===== src/include/lic_defines.svh =====
// Purpose: constants of the level interrupt controller
// Assumes: register file addresses are set 0 locations
// Notes:   bank select, offsets, field positions and reset values only
`ifndef LIC_DEFINES_SVH
`define LIC_DEFINES_SVH

// ==========================================================
// register locations, bank 0
`define LIC_BANK_SEL     1'b0
`define LIC_ADDR_REQ     8'hDC
`define LIC_ADDR_MASK    8'hDD
`define LIC_ADDR_SYM     8'hDE
`define LIC_ADDR_PRIO    8'hFF
`define LIC_ADDR_P0_EN   8'hF1
`define LIC_ADDR_P0_PND  8'hF2
`define LIC_ADDR_P2_EN   8'hE5
`define LIC_ADDR_P2_PND  8'hE6

// ==========================================================
// system mode fields
`define LIC_SYM_GIE      0
`define LIC_SYM_FAST_EN  1
`define LIC_SYM_FAST_LO  2
`define LIC_SYM_FAST_HI  4
`define LIC_SYM_EXT      7

// ==========================================================
// level priority fields
`define LIC_IPR_A        0
`define LIC_IPR_ORD0     1
`define LIC_IPR_B        2
`define LIC_IPR_BSUB     3
`define LIC_IPR_ORD1     4
`define LIC_IPR_C        5
`define LIC_IPR_CSUB     6
`define LIC_IPR_ORD2     7

// ==========================================================
// hardware-cleared pending slots
`define LIC_HW_T0        0
`define LIC_HW_T1        1
`define LIC_HW_T2        2
`define LIC_HW_CTRA      3

// ==========================================================
// reset values
`define LIC_RST_BYTE     8'h00
`define LIC_RST_FAST     3'h0
`define LIC_RST_HW       4'h0

`endif


===== src/include/lic_pkg.sv =====
// Purpose: shared types of the level interrupt controller
// Assumes: eight levels, up to four sources per level
// Notes:   numbers live in lic_defines.svh
package lic_pkg;
  typedef logic [7:0] lic_byte_t;
  typedef logic [2:0] lic_lvl_t;
  typedef logic [1:0] lic_src_t;
  typedef logic [3:0] lic_srcs_t;
  // group orderings chosen by the three order bits
  typedef enum {
    LIC_ORD_ABC, LIC_ORD_BCA, LIC_ORD_BAC,
    LIC_ORD_CAB, LIC_ORD_CBA, LIC_ORD_ACB
  } lic_order_t;
endpackage


===== src/verilog/lic_level_src.sv =====
// Purpose: fixed-order source pick inside one level
// Assumes: bit 0 is the lowest vector address
// Notes:   purely combinational
`timescale 1ns/100ps
`default_nettype none
module lic_level_src
  import lic_pkg::*;
(
  input  wire logic      sys_clk,
  input  wire logic      reset,
  input  wire lic_srcs_t req,
  output logic           any,
  output lic_src_t       idx
);
  // lowest index wins; fixed in hardware
  always_comb begin
    any = |req;
    idx = 2'h0;
    for (int i = 3; i >= 0; i--) begin
      if (req[i]) begin
        idx = i[1:0];
      end
    end
  end
endmodule // lic_level_src
`default_nettype wire


===== src/verilog/lic_group_arb.sv =====
// Purpose: level priority resolution by groups
// Assumes: lvl_req already gated by the level mask
// Notes:   order-bit codes 000 and 111 fall back to A>B>C
`timescale 1ns/100ps
`default_nettype none
`include "lic_defines.svh"
module lic_group_arb
  import lic_pkg::*;
(
  input  wire logic      sys_clk,
  input  wire logic      reset,
  input  wire lic_byte_t lvl_req,
  input  wire lic_byte_t level_priority_reg,
  output logic           win_valid,
  output lic_lvl_t       win_lvl
);
  logic       a_v, b_v, c_v, s34, s67;
  lic_lvl_t   a_l, b_l, c_l, l34, l67;
  lic_order_t ord;

  // winners inside each group
  always_comb begin
    a_v = lvl_req[0] | lvl_req[1];
    a_l = (lvl_req[0] & lvl_req[1]) ? (level_priority_reg[`LIC_IPR_A] ? 3'h1 : 3'h0)
        : (lvl_req[1] ? 3'h1 : 3'h0);
    s34 = lvl_req[3] | lvl_req[4];
    l34 = (lvl_req[3] & lvl_req[4]) ? (level_priority_reg[`LIC_IPR_BSUB] ? 3'h4 : 3'h3)
        : (lvl_req[4] ? 3'h4 : 3'h3);
    b_v = lvl_req[2] | s34;
    b_l = (lvl_req[2] & s34) ? (level_priority_reg[`LIC_IPR_B] ? l34 : 3'h2)
        : (lvl_req[2] ? 3'h2 : l34);
    s67 = lvl_req[6] | lvl_req[7];
    l67 = (lvl_req[6] & lvl_req[7]) ? (level_priority_reg[`LIC_IPR_CSUB] ? 3'h7 : 3'h6)
        : (lvl_req[7] ? 3'h7 : 3'h6);
    c_v = lvl_req[5] | s67;
    c_l = (lvl_req[5] & s67) ? (level_priority_reg[`LIC_IPR_C] ? l67 : 3'h5)
        : (lvl_req[5] ? 3'h5 : l67);
  end

  // group order from the three scattered order bits
  always_comb begin
    case ({level_priority_reg[`LIC_IPR_ORD2], level_priority_reg[`LIC_IPR_ORD1], level_priority_reg[`LIC_IPR_ORD0]})
      3'h1:    ord = LIC_ORD_BCA;
      3'h2:    ord = LIC_ORD_ABC;
      3'h3:    ord = LIC_ORD_BAC;
      3'h4:    ord = LIC_ORD_CAB;
      3'h5:    ord = LIC_ORD_CBA;
      3'h6:    ord = LIC_ORD_ACB;
      default: ord = LIC_ORD_ABC;
    endcase
  end

  // first present group in the chosen order wins
  always_comb begin
    win_valid = a_v | b_v | c_v;
    win_lvl   = 3'h0;
    case (ord)
      LIC_ORD_BCA: win_lvl = b_v ? b_l : (c_v ? c_l : a_l);
      LIC_ORD_BAC: win_lvl = b_v ? b_l : (a_v ? a_l : c_l);
      LIC_ORD_CAB: win_lvl = c_v ? c_l : (a_v ? a_l : b_l);
      LIC_ORD_CBA: win_lvl = c_v ? c_l : (b_v ? b_l : a_l);
      LIC_ORD_ACB: win_lvl = a_v ? a_l : (c_v ? c_l : b_l);
      default:     win_lvl = a_v ? a_l : (b_v ? b_l : c_l);
    endcase
  end
endmodule // lic_group_arb
`default_nettype wire


===== src/verilog/lic_top.sv =====
// Purpose: system-level interrupt controller, eight levels
// Assumes: register port and CPU strobes synchronous to sys_clk
// Notes:   match/serial/timer pending bits live in their peripherals
`timescale 1ns/100ps
`default_nettype none
`include "lic_defines.svh"
module lic_top
  import lic_pkg::*;
(
  input  wire logic      sys_clk,
  input  wire logic      reset,
  input  wire logic      clk_en,
  // register port from the CPU
  input  wire logic      reg_bank,
  input  wire lic_byte_t reg_addr,
  input  wire logic      reg_wr,
  input  wire lic_byte_t reg_wdata,
  input  wire logic      reg_rd,
  output lic_byte_t      reg_rdata,
  // instruction strobes and acknowledge
  input  wire logic      global_enable_instr,
  input  wire logic      global_disable_instr,
  input  wire logic      interrupt_return_instr,
  input  wire logic      irq_ack,
  output logic           irq_req,
  output lic_lvl_t       irq_level,
  output lic_src_t       irq_src,
  output logic           global_enable,
  output logic           fast_enable,
  output lic_lvl_t       fast_level,
  // timer sources
  input  wire logic      t0_ovf_evt,
  input  wire logic      t0_ovf_en,
  input  wire logic      t0_mc_pnd,
  input  wire logic      t0_mc_en,
  input  wire logic      t1_ovf_evt,
  input  wire logic      t1_ovf_en,
  input  wire logic      t1_mc_pnd,
  input  wire logic      t1_mc_en,
  input  wire logic      t2_ovf_evt,
  input  wire logic      t2_ovf_en,
  input  wire logic      t2_mc_pnd,
  input  wire logic      t2_mc_en,
  // level 2 sources
  input  wire logic      ctra_evt,
  input  wire logic      ctra_en,
  input  wire logic      frt_pnd,
  input  wire logic      frt_en,
  input  wire logic      spi_pnd,
  input  wire logic      spi_en,
  // port pin events, one-cycle pulses
  input  wire lic_byte_t p0_evt,
  input  wire lic_byte_t p2_evt
);

  // ==========================================================
  // state
  lic_byte_t mask_q;
  lic_byte_t prio_q;
  logic      gie_q, gie_d;
  logic      fast_en_q;
  lic_lvl_t  fast_lvl_q;
  logic      ext_ctl_q;
  lic_byte_t req_lvl_q;
  lic_byte_t p0_en_q, p0_pnd_q;
  lic_byte_t p2_en_q, p2_pnd_q;
  logic [3:0] hwp_q;
  logic      irq_req_q;
  lic_lvl_t  irq_lvl_q;
  lic_src_t  irq_src_q;
  lic_byte_t rdata_q;

  // ==========================================================
  // decode
  logic      wr_ok, rd_ok, ack_take;
  logic      wr_mask, wr_sym, wr_prio;
  logic      wr_p0e, wr_p0p, wr_p2e, wr_p2p;

  assign wr_ok    = clk_en & reg_wr & (reg_bank == `LIC_BANK_SEL);
  assign rd_ok    = clk_en & reg_rd & (reg_bank == `LIC_BANK_SEL);
  assign ack_take = clk_en & irq_ack & irq_req_q;

  // write strobes; the request register has none, so writes fall away
  always_comb begin
    wr_mask = 1'b0;
    wr_sym  = 1'b0;
    wr_prio = 1'b0;
    wr_p0e  = 1'b0;
    wr_p0p  = 1'b0;
    wr_p2e  = 1'b0;
    wr_p2p  = 1'b0;
    if (!wr_ok) begin
      wr_mask = 1'b0;
    end else if (reg_addr == `LIC_ADDR_MASK) begin
      wr_mask = 1'b1;
    end else if (reg_addr == `LIC_ADDR_SYM) begin
      wr_sym = 1'b1;
    end else if (reg_addr == `LIC_ADDR_PRIO) begin
      wr_prio = 1'b1;
    end else if (reg_addr == `LIC_ADDR_P0_EN) begin
      wr_p0e = 1'b1;
    end else if (reg_addr == `LIC_ADDR_P0_PND) begin
      wr_p0p = 1'b1;
    end else if (reg_addr == `LIC_ADDR_P2_EN) begin
      wr_p2e = 1'b1;
    end else if (reg_addr == `LIC_ADDR_P2_PND) begin
      wr_p2p = 1'b1;
    end
  end

  // ==========================================================
  // mask and priority: content undefined by contract, zeroed anyway
  // so the outputs never carry unknowns out of reset
  always_ff @(posedge sys_clk or posedge reset) begin
    if (reset) begin
      mask_q <= `LIC_RST_BYTE;
    end else if (wr_mask) begin
      mask_q <= reg_wdata;
    end
  end

  always_ff @(posedge sys_clk or posedge reset) begin
    if (reset) begin
      prio_q <= `LIC_RST_BYTE;
    end else if (wr_prio) begin
      prio_q <= reg_wdata;
    end
  end

  // ==========================================================
  // global enable: acceptance beats disable beats enable/return
  always_comb begin
    gie_d = gie_q;
    if (!clk_en) begin
      gie_d = gie_q;
    end else if (ack_take) begin
      gie_d = 1'b0;
    end else if (global_disable_instr) begin
      gie_d = 1'b0;
    end else if (global_enable_instr | interrupt_return_instr) begin
      gie_d = 1'b1;
    end else if (wr_sym) begin
      gie_d = reg_wdata[`LIC_SYM_GIE];
    end
  end

  always_ff @(posedge sys_clk or posedge reset) begin
    if (reset) begin
      gie_q <= 1'b0;
    end else begin
      gie_q <= gie_d;
    end
  end

  // other mode bits; external control is held but drives nothing
  always_ff @(posedge sys_clk or posedge reset) begin
    if (reset) begin
      fast_en_q <= 1'b0;
      ext_ctl_q <= 1'b0;
    end else if (wr_sym) begin
      fast_en_q <= reg_wdata[`LIC_SYM_FAST_EN];
      ext_ctl_q <= reg_wdata[`LIC_SYM_EXT];
    end
  end

  always_ff @(posedge sys_clk or posedge reset) begin
    if (reset) begin
      fast_lvl_q <= `LIC_RST_FAST;
    end else if (wr_sym) begin
      fast_lvl_q <= reg_wdata[`LIC_SYM_FAST_HI:`LIC_SYM_FAST_LO];
    end
  end

  // ==========================================================
  // port enables and pending; a zero write clears, a new edge wins
  always_ff @(posedge sys_clk or posedge reset) begin
    if (reset) begin
      p0_en_q <= `LIC_RST_BYTE;
      p2_en_q <= `LIC_RST_BYTE;
    end else begin
      if (wr_p0e) begin
        p0_en_q <= reg_wdata;
      end
      if (wr_p2e) begin
        p2_en_q <= reg_wdata;
      end
    end
  end

  always_ff @(posedge sys_clk or posedge reset) begin
    if (reset) begin
      p0_pnd_q <= `LIC_RST_BYTE;
      p2_pnd_q <= `LIC_RST_BYTE;
    end else if (clk_en) begin
      p0_pnd_q <= (wr_p0p ? (p0_pnd_q & reg_wdata) : p0_pnd_q) | p0_evt;
      p2_pnd_q <= (wr_p2p ? (p2_pnd_q & reg_wdata) : p2_pnd_q) | p2_evt;
    end
  end

  // ==========================================================
  // hardware-cleared pending: cleared when its own request is taken
  logic [3:0] hw_evt, hw_clr;
  assign hw_evt = {ctra_evt, t2_ovf_evt, t1_ovf_evt, t0_ovf_evt};

  always_comb begin
    hw_clr = 4'h0;
    if (ack_take) begin
      hw_clr[`LIC_HW_T0] = (irq_lvl_q == 3'h0) && (irq_src_q == 2'h0);
      hw_clr[`LIC_HW_T1] = (irq_lvl_q == 3'h1) && (irq_src_q == 2'h0);
      hw_clr[`LIC_HW_T2] = (irq_lvl_q == 3'h3) && (irq_src_q == 2'h0);
      hw_clr[`LIC_HW_CTRA] = (irq_lvl_q == 3'h2) && (irq_src_q == 2'h1);
    end
  end

  always_ff @(posedge sys_clk or posedge reset) begin
    if (reset) begin
      hwp_q <= `LIC_RST_HW;
    end else if (clk_en) begin
      hwp_q <= (hwp_q & ~hw_clr) | hw_evt;
    end
  end

  // ==========================================================
  // per-level source vectors, bit 0 = lowest vector address
  lic_srcs_t lsrc [8];
  logic [7:0] lany;
  lic_src_t   lidx [8];

  always_comb begin
    lsrc[0] = {2'h0, t0_mc_pnd & t0_mc_en,
               hwp_q[`LIC_HW_T0] & t0_ovf_en};
    lsrc[1] = {2'h0, t1_mc_pnd & t1_mc_en,
               hwp_q[`LIC_HW_T1] & t1_ovf_en};
    lsrc[2] = {1'b0, frt_pnd & frt_en,
               hwp_q[`LIC_HW_CTRA] & ctra_en, spi_pnd & spi_en};
    lsrc[3] = {2'h0, t2_mc_pnd & t2_mc_en,
               hwp_q[`LIC_HW_T2] & t2_ovf_en};
    lsrc[4] = p2_pnd_q[3:0] & p2_en_q[3:0];
    lsrc[5] = p2_pnd_q[7:4] & p2_en_q[7:4];
    lsrc[6] = p0_pnd_q[3:0] & p0_en_q[3:0];
    lsrc[7] = p0_pnd_q[7:4] & p0_en_q[7:4];
  end

  // one fixed-order picker per level
  for (genvar g = 0; g < 8; g++) begin : g_lvl
    lic_level_src u_src (
      .sys_clk (sys_clk),
      .reset   (reset),
      .req     (lsrc[g]),
      .any     (lany[g]),
      .idx     (lidx[g])
    );
  end

  // ==========================================================
  // level gating and priority
  lic_byte_t lvl_req;
  logic      win_valid;
  lic_lvl_t  win_lvl;

  assign lvl_req = lany & mask_q;

  lic_group_arb u_arb (
    .sys_clk   (sys_clk),
    .reset     (reset),
    .lvl_req   (lvl_req),
    .level_priority_reg       (prio_q),
    .win_valid (win_valid),
    .win_lvl   (win_lvl)
  );

  // request register shows level requests whatever the mask
  always_ff @(posedge sys_clk or posedge reset) begin
    if (reset) begin
      req_lvl_q <= `LIC_RST_BYTE;
    end else if (clk_en) begin
      req_lvl_q <= lany;
    end
  end

  // offer refreshed every clk_en cycle; tracks gie_d so a disable or an
  // acceptance withdraws it on the same edge
  always_ff @(posedge sys_clk or posedge reset) begin
    if (reset) begin
      irq_req_q <= 1'b0;
      irq_lvl_q <= 3'h0;
      irq_src_q <= 2'h0;
    end else if (clk_en) begin
      irq_req_q <= gie_d & win_valid;
      irq_lvl_q <= win_lvl;
      irq_src_q <= lidx[win_lvl];
    end
  end

  // ==========================================================
  // read path, one cycle latency; unused bits and holes read zero
  always_ff @(posedge sys_clk or posedge reset) begin
    if (reset) begin
      rdata_q <= `LIC_RST_BYTE;
    end else if (rd_ok) begin
      if (reg_addr == `LIC_ADDR_REQ) begin
        rdata_q <= req_lvl_q;
      end else if (reg_addr == `LIC_ADDR_MASK) begin
        rdata_q <= mask_q;
      end else if (reg_addr == `LIC_ADDR_SYM) begin
        rdata_q <= {ext_ctl_q, 2'h0, fast_lvl_q,
                    fast_en_q, gie_q};
      end else if (reg_addr == `LIC_ADDR_PRIO) begin
        rdata_q <= prio_q;
      end else if (reg_addr == `LIC_ADDR_P0_EN) begin
        rdata_q <= p0_en_q;
      end else if (reg_addr == `LIC_ADDR_P0_PND) begin
        rdata_q <= p0_pnd_q;
      end else if (reg_addr == `LIC_ADDR_P2_EN) begin
        rdata_q <= p2_en_q;
      end else if (reg_addr == `LIC_ADDR_P2_PND) begin
        rdata_q <= p2_pnd_q;
      end else begin
        rdata_q <= `LIC_RST_BYTE;
      end
    end
  end

  assign reg_rdata     = rdata_q;
  assign irq_req       = irq_req_q;
  assign irq_level     = irq_lvl_q;
  assign irq_src       = irq_src_q;
  assign global_enable = gie_q;
  assign fast_enable   = fast_en_q;
  assign fast_level    = fast_lvl_q;
endmodule // lic_top
`default_nettype wire


===== config.mk =====
export PLATFORM = sky130hd
export DESIGN_NAME = lic_top
export DESIGN_NICKNAME = d
export VERILOG_FILES = /design/src/include/lic_pkg.sv /design/src/verilog/lic_level_src.sv /design/src/verilog/lic_group_arb.sv /design/src/verilog/lic_top.sv
export VERILOG_INCLUDE_DIRS = /design/src /design/src/include
export SDC_FILE = /design/constraint.sdc
export NUM_CORES = 1
export LEC_CHECK = 0
export BUFFER_PORTS_ARGS = -buffer_cell sky130_fd_sc_hd__buf_2
export CORE_ASPECT_RATIO = 1.5
export CORE_MARGIN = 2
export CORE_UTILIZATION = 40
export CTS_BUF_LIST = sky130_fd_sc_hd__clkbuf_4 sky130_fd_sc_hd__clkbuf_8
export CTS_CLUSTER_DIAMETER = 200
export DETAILED_ROUTE_END_ITERATION = 6
export PLACE_DENSITY = 0.58
export SLEW_MARGIN = 20
export SYNTH_ARGS = -nofsm -noshare
export SYNTH_HDL_FRONTEND = slang
export SYNTH_HIERARCHICAL = 1
export SYNTH_SLANG_ARGS = --single-unit

===== constraint.sdc =====
create_clock -name sys_clk -period 5.4 [get_ports sys_clk]
set_clock_uncertainty 0.15 [all_clocks]
set_input_delay 0.27 -clock sys_clk [delete_from_list [all_inputs] [get_ports sys_clk]]
set_output_delay 0.27 -clock sys_clk [all_outputs]
set_load 0.05 [all_outputs]

; ---- Yosys cells after proc, flatten, opt, wreduce, memory -nomap -nowiden
; Cells that the tools add are included.
; Widths: inputs -> output; s select.
[classes]
mux = 108
n_bitwise = 43
n_reduce_logical = 14
n_eq_ne = 22
order_cmp = 1
[ops]
columns = operator, count
row1 = $mux 8, 10
row2 = $mux 3, 23
row3 = $eq 32x2->1 const B, 2
row4 = $eq 32x3->1 const B, 2
row5 = $eq 8x8->1 const B, 8
row6 = $mux 1, 50
row7 = $mux 2, 21
row8 = $eq 32x1->1 const B, 1
row9 = $pmux 3 s5, 2
row10 = $and 8x8->8, 3
row11 = $and 1x1->1, 21
row12 = $and 4x4->4, 5
row13 = $or 8x8->8, 2
row14 = $reduce_or 4->1, 4
row15 = $eq 3x2->1 const B, 3
row16 = $eq 3x3->1 const B, 3
row17 = $or 1x1->1, 8
row18 = $bmux 2 s3, 1
row19 = $eq 3x1->1 const B, 2
row20 = $reduce_or 2->1, 3
row21 = $ge 4x4->1 const B, 1
row22 = $logic_and 1x1->1, 4
row23 = $mux 4, 1
row24 = $not 3->4, 1
row25 = other kinds (7), 7
[word_totals]
elab_cells = 204
regBits = 80
in_bits = 60

; ---- Longest topological paths before layout
; Gate-level depths: netlist of the first run.
[logic_depth]
ltp_word = 14
mapped_depth = 13

; ---- Cells and area by module
; Netlist of the first run, hierarchy kept.
[modules_own_cells]
columns = module, area_each_um2, seq_area_each_um2, cells_each, instances
row1 = lic_top, 4122.7, 2001.9, 393, 1
row2 = lic_group_arb, 356.6, 0.0, 61, 1
row3 = lic_level_src, 35.0, 0.0, 7, 8

; ---- Worst setup path after synthesis of the first run
; Ideal clock, no wire load.
[synth_path]
path_kind = register -> register
start = reg hwp_q[0]
end = reg irq_src_q[1] (netlist: irq_src[1])
path_slack_ns = 2.209
t_required_ns = 5.113
synth_period_minus_slack_ns = 3.191
arrival_ns = 2.904
path_stages_with_launch = 13
path_cell_list = dfrtp_1 and2_1 nor2_1 nand2_1 and2_1 a21boi_0 or4_4 a221oi_2 a31oi_1 a32oi_1 mux4_2 mux2i_1 a21oi_1
[synth_lines]
columns = element, line_no
row1 = "start, declared", lic_top.sv:67  ; logic [3:0] hwp_q;
row2 = "start signal, assigned", lic_top.sv:217  ; hwp_q <= `LIC_RST_HW;
row3 = "start signal, assigned", lic_top.sv:219  ; hwp_q <= (hwp_q & ~hw_clr) | hw_evt;
row4 = "end signal, assigned", lic_top.sv:291  ; irq_src_q <= lidx[win_lvl];
row5 = "end, declared", lic_top.sv:70  ; lic_src_t irq_src_q;

==> summary.md, run 1 <==
| Metric | Value |
|---|---|
| Outcome | `finished with violations` |
| Failing checks | `hold timing` |
| Crit-path leading delay family | `compound AO/OA/AOI/OAI gates` |
| Crit Path Category | `flop to flop` |
| Async set or reset register ratio after synthesis | `100.0%` |
| Post-route minimum period | `approximately 3.6 ns` |
| Antenna-violating nets left | `0` |
| Layout cells sized above 1 | `27.74%` |
| # placed instances | `around 730` |
| WL met3 | `610 um` |
| Final Non-Filler Cells | `770` |
| Sequential Power Share | `roughly half` |
| CTS tree | `built` |
| Starting density of the core | `41.28%` |
| CP peak stage delay | `about 0.60 ns` |
| R2R depth | `12` |
| Most frequent cells in the layout | `80 x dfrtp_1, 78 x buf_2, 65 x nand2_1` |
| Routed wire length | `around 15 mm` |
| Placed inst area | `~5300 um^2` |
| Number of cells on the critical path | `12` |
| Worst Tran Pin Value | `0.8797 ns` |
| Final period util | `65.84%` |
| First-pass GRT wire length | `roughly 23 mm` |
| Core footprint | `about 12000 um^2` |
| Leading cell type in the layout, fill and taps excluded | `dfrtp_1` |
| Met1 Routed Length | `between 5 and 6 mm` |
| GRT overflow | `0` |
| Slew HR | `between 40 and 50%` |
| # IOs | `79` |
| PortBufs | `between 70 and 80` |
| Switching fraction of total power | `between 20 and 30%` |
| Sequential area share after synthesis | `between 40% and 50%` |
| # diodes | `0` |
| DRT iter0 DRCs | `about 250` |
| CTS Buffer Depth | `2` |
| Buffers & Inverters on Critical Path | `0` |
| Min-delay worst type | `input port to asynchronous set/reset pin` |
| Clock Latency Late Sink | `between 0.3 and 0.4 ns` |
| Root Buffer | `clkbuf_8` |
| WHS | `-0.06465 ns` |
| Comb power frac | `~17%` |
| H-tree levels | `3` |
| Overall die area | `12810 um^2` |
| Total GRT Usage | `between 20 and 25%` |
| Post-CTS setup buffer count | `0` |
| Max-slew violation total from the final report | `0` |
| Pwr/cell area | `between 200 and 250 nW/um^2` |
| Net Switching | `a little under 0.4 mW` |
| CTS sink count | `80` |
| Initial antenna violation count | `0` |
| Final core occ | `a little under 50%` |
| Max Cap Viol | `0` |
| Total power | `between 1 and 1.5 mW` |
| Clock share of power | `between 30% and 40%` |
| Hold_buf cts | `20` |
| Most common cell on crit path | `and2_1` |
| Cell-internal power | `0.9184 mW` |
| Yosys warnings | `6` |
| Residual DRC | `0` |
| Setup slack after layout | `between 1.5 and 2 ns` |
| Via Count | `between 4k and 5k` |
| Post-CTS resize count | `0` |
| Dpl hpwl | `~11 mm` |
| Worst Path Max Fanout | `7` |
| Final hold vios | `67` |
| CTS Buf Count | `9` |
| RD Place Congestion | `between 0.9 and 1` |
| Syn Std Cell Area | `around 4800 um^2` |
| Number of synthesized flops with an enable pin | `0` |
| Via density per instance | `around 5.6` |
| Setup violators final | `0` |
| Vias in the first global route | `about 4.3k` |
| Layout Nets | `675` |
| Startpoint Class | `flop` |
| Share of the synthesized area in the top cell type | `a little over two fifths` |
| Slowest library cell on the worst path | `a32oi_1` |
| # rows | `48` |
| Die width | `approximately 93 um` |
| Critical path required time | `around 5.5 ns` |
| Worst slack, placed | `1.841 ns` |
| Worst EP arrival | `3.61 ns` |
| DR pass1 iterations | `5` |
| Maximum VDD drop | `around 0.12 mV` |
| Unrepaired setup endpoints after global routing | `no` |
| Avg Synthesized Cell Area | `9.332 um^2` |
| Leak Pwr | `2.477 nW` |
| Die Height | `roughly 140 um` |
| Cell variety after synth | `57` |
| Largest net degree at the start of global routing | `~80` |
| Peak Freq | `0.2813 GHz` |
| Yosys reg bits | `80` |
| Design area | `around 5700 um^2` |
| Uppermost layer routed | `met4` |
| Area contributors post-synth | `dfrtp_1 42%, mux2_2 11%, nand2_1 5.1%, and2_1 4.7%, nor2_1 2.9%` |
| Setup tns final | `0 ns` |
| Top FF cell, synth | `dfrtp_1` |
| Crit. End Element | `flop` |
| Clock transition at path regs | `0.09 ns` |
| Syn Inst Count | `510` |
| Worst-path cell chain | `and2_1 -> nor2_1 -> nand2_1 -> and2_1 -> a21boi_0 -> or4_4 -> a221oi_2 -> a31oi_1 -> a32oi_1 -> mux4_2 -> mux2i_1 -> a21oi_1` |
| Detailed-routed wire length on met2 | `between 7 and 8 mm` |
| Layout overhead on the synthesized area | `20.40%` |
| Detailed-route wire length per cell | `roughly 19 um` |
| Cell taking the most area after synthesis | `dfrtp_1` |
==> power groups by stage <==
stage	sequential, mW	clock [mW]	combinational, mW
floorplan	0.683	0	0.0942
global placement	0.646	0	0.203
detailed placement	0.646	0	0.204
CTS	0.634	0.465	0.216
global route	0.637	0.492	0.235
finish	0.634	0.454	0.216
==> cells by family after synthesis <==
kind of cell,after synthesis,synth area share [%]
other,1,0.07879
buffers and inverters,38,3.023
AND/OR/NAND/NOR,212,22.90
AO/OA/AOI/OAI,124,18.06
multiplexers,55,13.88
flip-flops,80,42.06
==> synthesized netlist by cell type, drive strengths merged, types with 8 or more instances <==
cell / number
nand2b: 17
dfrtp: 80
inv: 19
a22oi: 11
o21ai: 25
nor2: 40
o22ai: 13
nor3: 15
and2: 36
a21oi: 29
mux2: 48
nand2: 65
nand3: 12
clkbuf: 17
a22o: 8
==> sequential cells by signal (all words and copies together) (netlist names), 4 cells and up <==
register and cells:
reg_rdata 8, prio_q 8, p2_en_q 8, p0_pnd_q 8, mask_q 8, req_lvl_q 8
p2_pnd_q 8, p0_en_q 8, hwp_q 4
==> tightest hold or removal path: stages <==
cell	delay, ns
buf_2	0.10
clkinv_2	0.04
buf_6	0.55
==> final timing paths <==
kind	startpoint	end	slack (ns)
min in group sys_clk	reg_wdata[7]	prio_q[7]$_DFFE_PP0P_	0.08
max	hwp_q[1]$_DFFE_PP0P_	irq_src[0]$_DFFE_PP0P_	1.84
min	reset	p2_pnd_q[3]$_DFFE_PP0P_	-0.06
min reg2reg	hwp_q[0]$_DFFE_PP0P_	hwp_q[0]$_DFFE_PP0P_	0.35
max in group asynchronous	reset	reg_rdata[0]$_DFFE_PP0P_	4.63
max reg2reg	hwp_q[1]$_DFFE_PP0P_	irq_src[0]$_DFFE_PP0P_	1.84
==> final cells by class <==
type / instances / area [um^2]
Clock buffer: 11 / 138.9
Clock inverter: 5 / 57.56
Fill cell: 1148 / 5801
Inverter: 19 / 72.57
Multi-Input combinational cell: 405 / 2663
Sequential cell: 80 / 2002
Tap cell: 150 / 187.7
Timing Repair Buffer: 100 / 609.3
==> routing by layer <==
| metal | global-route usage [%] | vias up |
|---|---|---|
| met5 | 0 | - |
| met4 | 10.78 | 0 |
| met3 | 3.228 | 32 |
| met2 | 44.52 | 158 |
| met1 | 28.08 | 2074 |
| li1 | - | 2036 |
Note: power is estimated with default switching activity, not from simulation.
==> run 2: changes to the inputs <==
PLACE_DENSITY = 0.6   (was 0.58)
clock period = 3.2 ns   (was 5.4 ns; I/O delays follow)
==> run 2 against run 1 <==
Net effect: the run now ends clean; sequential share of layout area fell by 1.8 points; first-iteration DRC count fell by 15%; global-route usage rose by 0.66 points.
==> summary.md, run 2 (synthesis gave the netlist of run 1 again) <==
| Metric | Value |
|---|---|
| CTS sink count | `80` |
| Starting density of the core | `between 40% and 50%` |
| Dpl hpwl | `approximately 12 mm` |
| Detailed-route wire length per cell | `19.54 um` |
| Root Buffer | `clkbuf_8` |
| Die Height | `around 140 um` |
| Slowest library cell on the worst path | `mux4_2` |
| Core footprint | `approximately 12000 um^2` |
| # IOs | `79` |
| Max Cap Viol | `0` |
| Min-delay worst type | `input port to flop` |
| Most frequent cells in the layout | `80 x dfrtp_1, 78 x buf_2, 64 x nand2_1` |
| Clock transition at path regs | `roughly 0.09 ns` |
| Setup violators final | `0` |
| Crit Path Category | `flop to flop` |
| Antenna-violating nets left | `0` |
| Buffers & Inverters on Critical Path | `1` |
| # diodes | `0` |
| Switching fraction of total power | `between 30 and 40%` |
| Crit. End Element | `flop` |
| GRT overflow | `0` |
| H-tree levels | `3` |
| Final hold vios | `0` |
| Total power | `between 2 and 2.5 mW` |
| Final period util | `99.18%` |
| Placed inst area | `5443 um^2` |
| Most common cell on crit path | `and2_4` |
| Multi-input gate area | `between 2000 and 3000 um^2` |
| CTS tree | `built` |
| Post-route minimum period | `3.174 ns` |
| Outcome | `completed` |
| PortBufs | `78` |
| Critical path required time | `between 3 and 4 ns` |
| Worst Path Max Fanout | `5` |
| Max-slew violation total from the final report | `0` |
| Leak Pwr | `between 2 and 3 nW` |
| Worst EP arrival | `3.26 ns` |
| Layout Nets | `about 700` |
| Pwr/cell area | `around 350 nW/um^2` |
| Worst-path cell chain | `and2_4 -> nor2_1 -> nand2_1 -> and2_4 -> a21boi_4 -> or4_4 -> a221oi_2 -> a31oi_1 -> a32oi_1 -> buf_4 -> mux4_2 -> mux2i_1 -> a21oi_1` |
| Layout overhead on the synthesized area | `26.95%` |
| Vias in the first global route | `4499` |
| CTS Buf Count | `9` |
| Clock share of power | `between 30% and 40%` |
| Final Non-Filler Cells | `800` |
| Seq. cell area | `between 2000 and 2500 um^2` |
| Worst Tran Pin Value | `around 0.8 ns` |
| Slew HR | `46.31%` |
| Overall die area | `12810 um^2` |
| Setup slack after layout | `roughly 0.026 ns` |
| Comb power frac | `a little under a fifth` |
| # placed instances | `about 750` |
| CP peak stage delay | `roughly 0.5 ns` |
| Worst slack, placed | `-0.04202 ns` |
| First-pass GRT wire length | `approximately 24 mm` |
| Via density per instance | `between 5 and 6` |
| DR pass1 iterations | `5` |
| CTS Buffer Depth | `2` |
| Unrepaired setup endpoints after global routing | `yes` |
| Initial antenna violation count | `1` |
| Peak Freq | `about 0.32 GHz` |
| Residual DRC | `0` |
| Leading cell type in the layout, fill and taps excluded | `dfrtp_1` |
| Routed wire length | `between 15 and 20 mm` |
| Filler instances | `around 1.1k` |
| RD Place Congestion | `just over 1` |
| DRT iter0 DRCs | `approximately 210` |
| Largest net degree at the start of global routing | `37` |
| Total GRT Usage | `between 20% and 30%` |
| WHS | `between 0.03 and 0.04 ns` |
| Net Switching | `around 0.66 mW` |
| Setup tns final | `0 ns` |
| Crit-path leading delay family | `simple AND/OR/NAND/NOR gates` |
| Die width | `around 93 um` |
| Sequential Power Share | `50.1%` |
| Maximum VDD drop | `roughly 0.22 mV` |
| Via Count | `4478` |
| Clock Latency Late Sink | `around 0.37 ns` |
| Final core occ | `about 52%` |
| # rows | `48` |
| Cell-internal power | `1.476 mW` |
| Layout cells sized above 1 | `roughly 32%` |
| Startpoint Class | `flop` |
| Design area | `6042 um^2` |
-- run 2: cell type report --
cell class                 count  share of cell area (%)
inverter                      19                   1.201
tap                          150                   3.106
timing repair buffer         130                   14.21
clock inverter                 6                  0.6005
multi-input combinational    405                   45.58
sequential                    80                   33.13
clock buffer                  10                   2.174
-- run 2: worst reg2reg max path, delay by kind of cell, from the launching register on --
kind            cells  cell delay (ns)
mux                 2             0.65
compound gates      5             0.75
simple gates        5             0.93
buf+inv             1             0.20
flops               1             0.39
-- run 2: power by group through the flow --
stage / Clock, mW / Sequential [mW] / Combinational (mW)
floorplan: 0 / 1.15 / 0.159
global placement: 0 / 1.09 / 0.357
detailed placement: 0 / 1.09 / 0.360
CTS: 0.690 / 1.07 / 0.387
global route: 0.733 / 1.07 / 0.423
finish: 0.669 / 1.07 / 0.393
-- run 2: worst paths after layout --
check,slack [ns],cells after the start,start,endpoint
max,0.03,13,hwp_q[0]$_DFFE_PP0P_,irq_src[0]$_DFFE_PP0P_
min,0.03,2,reg_wdata[2],p2_en_q[2]$_DFFE_PP0P_
max reg2reg,0.03,13,hwp_q[0]$_DFFE_PP0P_,irq_src[0]$_DFFE_PP0P_
min reg2reg,0.36,1,hwp_q[2]$_DFFE_PP0P_,hwp_q[2]$_DFFE_PP0P_
max in group asynchronous,2.02,4,reset,reg_rdata[7]$_DFFE_PP0P_
min in group asynchronous,0.14,3,reset,p2_pnd_q[2]$_DFFE_PP0P_
-- run 2: repair_timing --
item	CTS	global route
hold buffers	31	0
setup buffers	0	4
resized for setup	4	20
setup endpoints to repair	2	2
pin swaps	1	11
hold endpoints to repair	59	0
-- run 2: routing by layer --
layer	track usage, %	routed length [um]	up-vias
li1	-	-	2092
met1	27.08	6063	2184
met2	45.97	8178	151
met3	3.392	644	49
met4	14.62	728	2
met5	0	12	-
==> run 3: changes to the inputs <==
BUFFER_PORTS_ARGS = unset   (was -buffer_cell sky130_fd_sc_hd__buf_2)
DONT_BUFFER_PORTS = 1   (was unset)
PLACE_DENSITY = 0.54   (was 0.6)
SETUP_SLACK_MARGIN = 0.15   (was unset)
==> run 3 against run 2 <==
Net effect: non-clock buffer count is 13 higher; sequential power is 7% higher; sequential share of layout area decreased by 2.4 points; largest cell class unchanged.
==> summary.md, run 3 (synthesis gave the netlist of run 1 again) <==
| Metric | Value |
|---|---|
| Outcome | `completed` |
| # placed instances | `between 700 and 800` |
| Vias in the first global route | `around 4.6k` |
| CTS sink count | `80` |
| Total GRT Usage | `between 20% and 30%` |
| Antenna-violating nets left | `0` |
| Via Count | `4566` |
| Worst-path cell chain | `and2_4 -> nor2_1 -> nand2_1 -> and2_4 -> a21boi_4 -> or4_4 -> a221oi_2 -> a31oi_2 -> a32oi_4 -> mux4_2 -> mux2i_1 -> a21oi_1` |
| Die Height | `between 100 and 150 um` |
| Most frequent cells in the layout | `80 x dfrtp_1, 71 x buf_4, 71 x dlygate4sd3_1` |
| Core footprint | `approximately 12000 um^2` |
| Unrepaired setup endpoints after global routing | `yes` |
| Layout Nets | `between 700 and 800` |
| Starting density of the core | `41.28%` |
| First-pass GRT wire length | `around 26 mm` |
| Net Switching | `approximately 0.65 mW` |
| Final Non-Filler Cells | `813` |
| Root Buffer | `clkbuf_8` |
| # IOs | `between 70 and 80` |
| Slowest library cell on the worst path | `mux4_2` |
| Worst reg-to-reg setup slack | `approximately 0.018 ns` |
| Critical path required time | `between 3 and 4 ns` |
| Crit-path leading delay family | `compound AO/OA/AOI/OAI gates` |
| Buffers & Inverters on Critical Path | `0` |
| Post-route minimum period | `between 3 and 4 ns` |
| Overall die area | `12810 um^2` |
| CP peak stage delay | `0.56 ns` |
| GRT overflow | `0` |
| Worst EP arrival | `around 3.3 ns` |
| Cell-internal power | `1.654 mW` |
| Crit Path Category | `flop to flop` |
| Final hold vios | `0` |
| DR pass1 iterations | `5` |
| R2R depth | `12` |
| Via density per instance | `about 5.6` |
| Layout cells sized above 1 | `~28%` |
| PortBufs | `0` |
| RR Startpoint | `hwp_q[0]$_DFFE_PP0P_` |
| Maximum VDD drop | `roughly 0.22 mV` |
| Clock share of power | `roughly 38%` |
| Leading cell type in the layout, fill and taps excluded | `dfrtp_1` |
| Initial antenna violation count | `0` |
| Sequential Power Share | `between 40 and 50%` |
| Filler instances | `roughly 1.1k` |
| Multi-input gate area | `between 2000 and 3000 um^2` |
| Leak Pwr | `approximately 2.7 nW` |
| Dpl hpwl | `11.76 mm` |
| Layout overhead on the synthesized area | `37.01%` |
| Largest net degree at the start of global routing | `37` |
| Crit. End Element | `flop` |
| # rows | `48` |
| Routed wire length | `approximately 17 mm` |
| H-tree levels | `3` |
| Seq. cell area | `roughly 2000 um^2` |
| Worst Tran Pin Value | `0.7504 ns` |
| Final period util | `around 99%` |
| Slew HR | `just under 50%` |
| CTS Buf Count | `9` |
| Max Cap Viol | `0` |
| Comb power frac | `12.8%` |
| Pwr/cell area | `roughly 350 nW/um^2` |
| Most common cell on crit path | `and2_4` |
| Residual DRC | `0` |
| Max-slew violation total from the final report | `0` |
| Worst Path Max Fanout | `5` |
| Clock Latency Late Sink | `around 0.37 ns` |
| RD Place Congestion | `around 0.9` |
| CTS tree | `built` |
| Total power | `between 2 and 2.5 mW` |
| Startpoint Class | `flop` |
| Detailed-route wire length per cell | `20.30 um` |
| Min-delay worst type | `input port to asynchronous set/reset pin` |
| Number of cells on the critical path | `12` |
| CTS Buffer Depth | `2` |
| # diodes | `0` |
| DRT iter0 DRCs | `between 300 and 400` |
| Switching fraction of total power | `between 20% and 30%` |
| Die width | `between 90 and 100 um` |
| Peak Freq | `around 0.31 GHz` |
| Clock transition at path regs | `0.09 ns` |
| Crit Reg-Reg Endpoint | `irq_src[0]$_DFFE_PP0P_` |
| Setup violators final | `0` |
run 3: changes by cell type in the layout (fill, tap and decap cells not counted), sizes merged:
cell | before | now
buf | 99 | 72
bufinv | 0 | 2
clkinvlp | 1 | 2
clkinv | 6 | 2
clkbuf | 10 | 11
dlygate4sd3 | 31 | 71
run 3: metrics by stage:
| step | hold WS (ns) | setup TNS (ns) | util [%] | cell area (um^2) | worst slack [ns] |
|---|---|---|---|---|---|
| floorplan | 0.1196 | 0 | - | 4816 | 0.1689 |
| global placement | -0.1717 | -0.3231 | 47.14 | 5435 | -0.1673 |
| detailed placement | -0.1705 | -0.4900 | 47.14 | 5435 | -0.2629 |
| CTS | 0.008073 | -0.005314 | 56.07 | 6465 | -0.005314 |
| global route | 0.03400 | -0.1356 | 56.55 | 6521 | -0.09505 |
| finish | 0.01497 | 0 | 56.55 | 6521 | 0.01766 |
run 3: layout make-up:
type	instances	share of cell area, %
clock inverters	5	1.228
multi-input cells	405	42.48
clock buffers	11	2.226
inverters	19	1.113
repair buffers	143	19.38
well taps	150	2.878
flip-flops and latches	80	30.70
run 3: worst max-delay path by stage:
stage / start / to / slack [ns]
2_1_floorplan: hwp_q[0]$_DFFE_PP0P_ / irq_src[1]$_DFFE_PP0P_ / 0.17
3_3_place_gp: p2_en_q[7]$_DFFE_PP0P_ / irq_src[0]$_DFFE_PP0P_ / -0.17
3_5_place_dp: p2_en_q[7]$_DFFE_PP0P_ / irq_src[0]$_DFFE_PP0P_ / -0.26
4_1_cts: hwp_q[0]$_DFFE_PP0P_ / irq_src[0]$_DFFE_PP0P_ / -0.005
5_1_grt: hwp_q[3]$_DFFE_PP0P_ / irq_src[0]$_DFFE_PP0P_ / -0.1
6_report: hwp_q[0]$_DFFE_PP0P_ / irq_src[0]$_DFFE_PP0P_ / 0.02
run 3: per-layer routing:
layer  vias up  global-route usage, %  share of wire (%)
met3        35                  3.884                4.6
li1       2117                      -                  -
met2       160                  49.76                 53
met1      2254                  30.30                 39
met5         -                      0                  0
met4         0                  12.34                3.7
run 3: timing repair:
item,in CTS,in global routing
endpoints found under the setup margin,4,3
gates resized for setup,17,8
hold buffers,72,0
endpoints found under the hold margin,157,0
pin swaps,7,4
setup buffers,1,3
run 3: power groups by stage:
| stage | combinational [mW] | clock, mW | sequential [mW] |
|---|---|---|---|
| after floorplan | 0.159 | 0 | 1.15 |
| final | 0.296 | 0.863 | 1.14 |
| after CTS | 0.290 | 0.876 | 1.14 |
| after global routing | 0.324 | 0.924 | 1.15 |
| after detailed placement | 0.215 | 0 | 1.16 |
| after global placement | 0.213 | 0 | 1.16 |
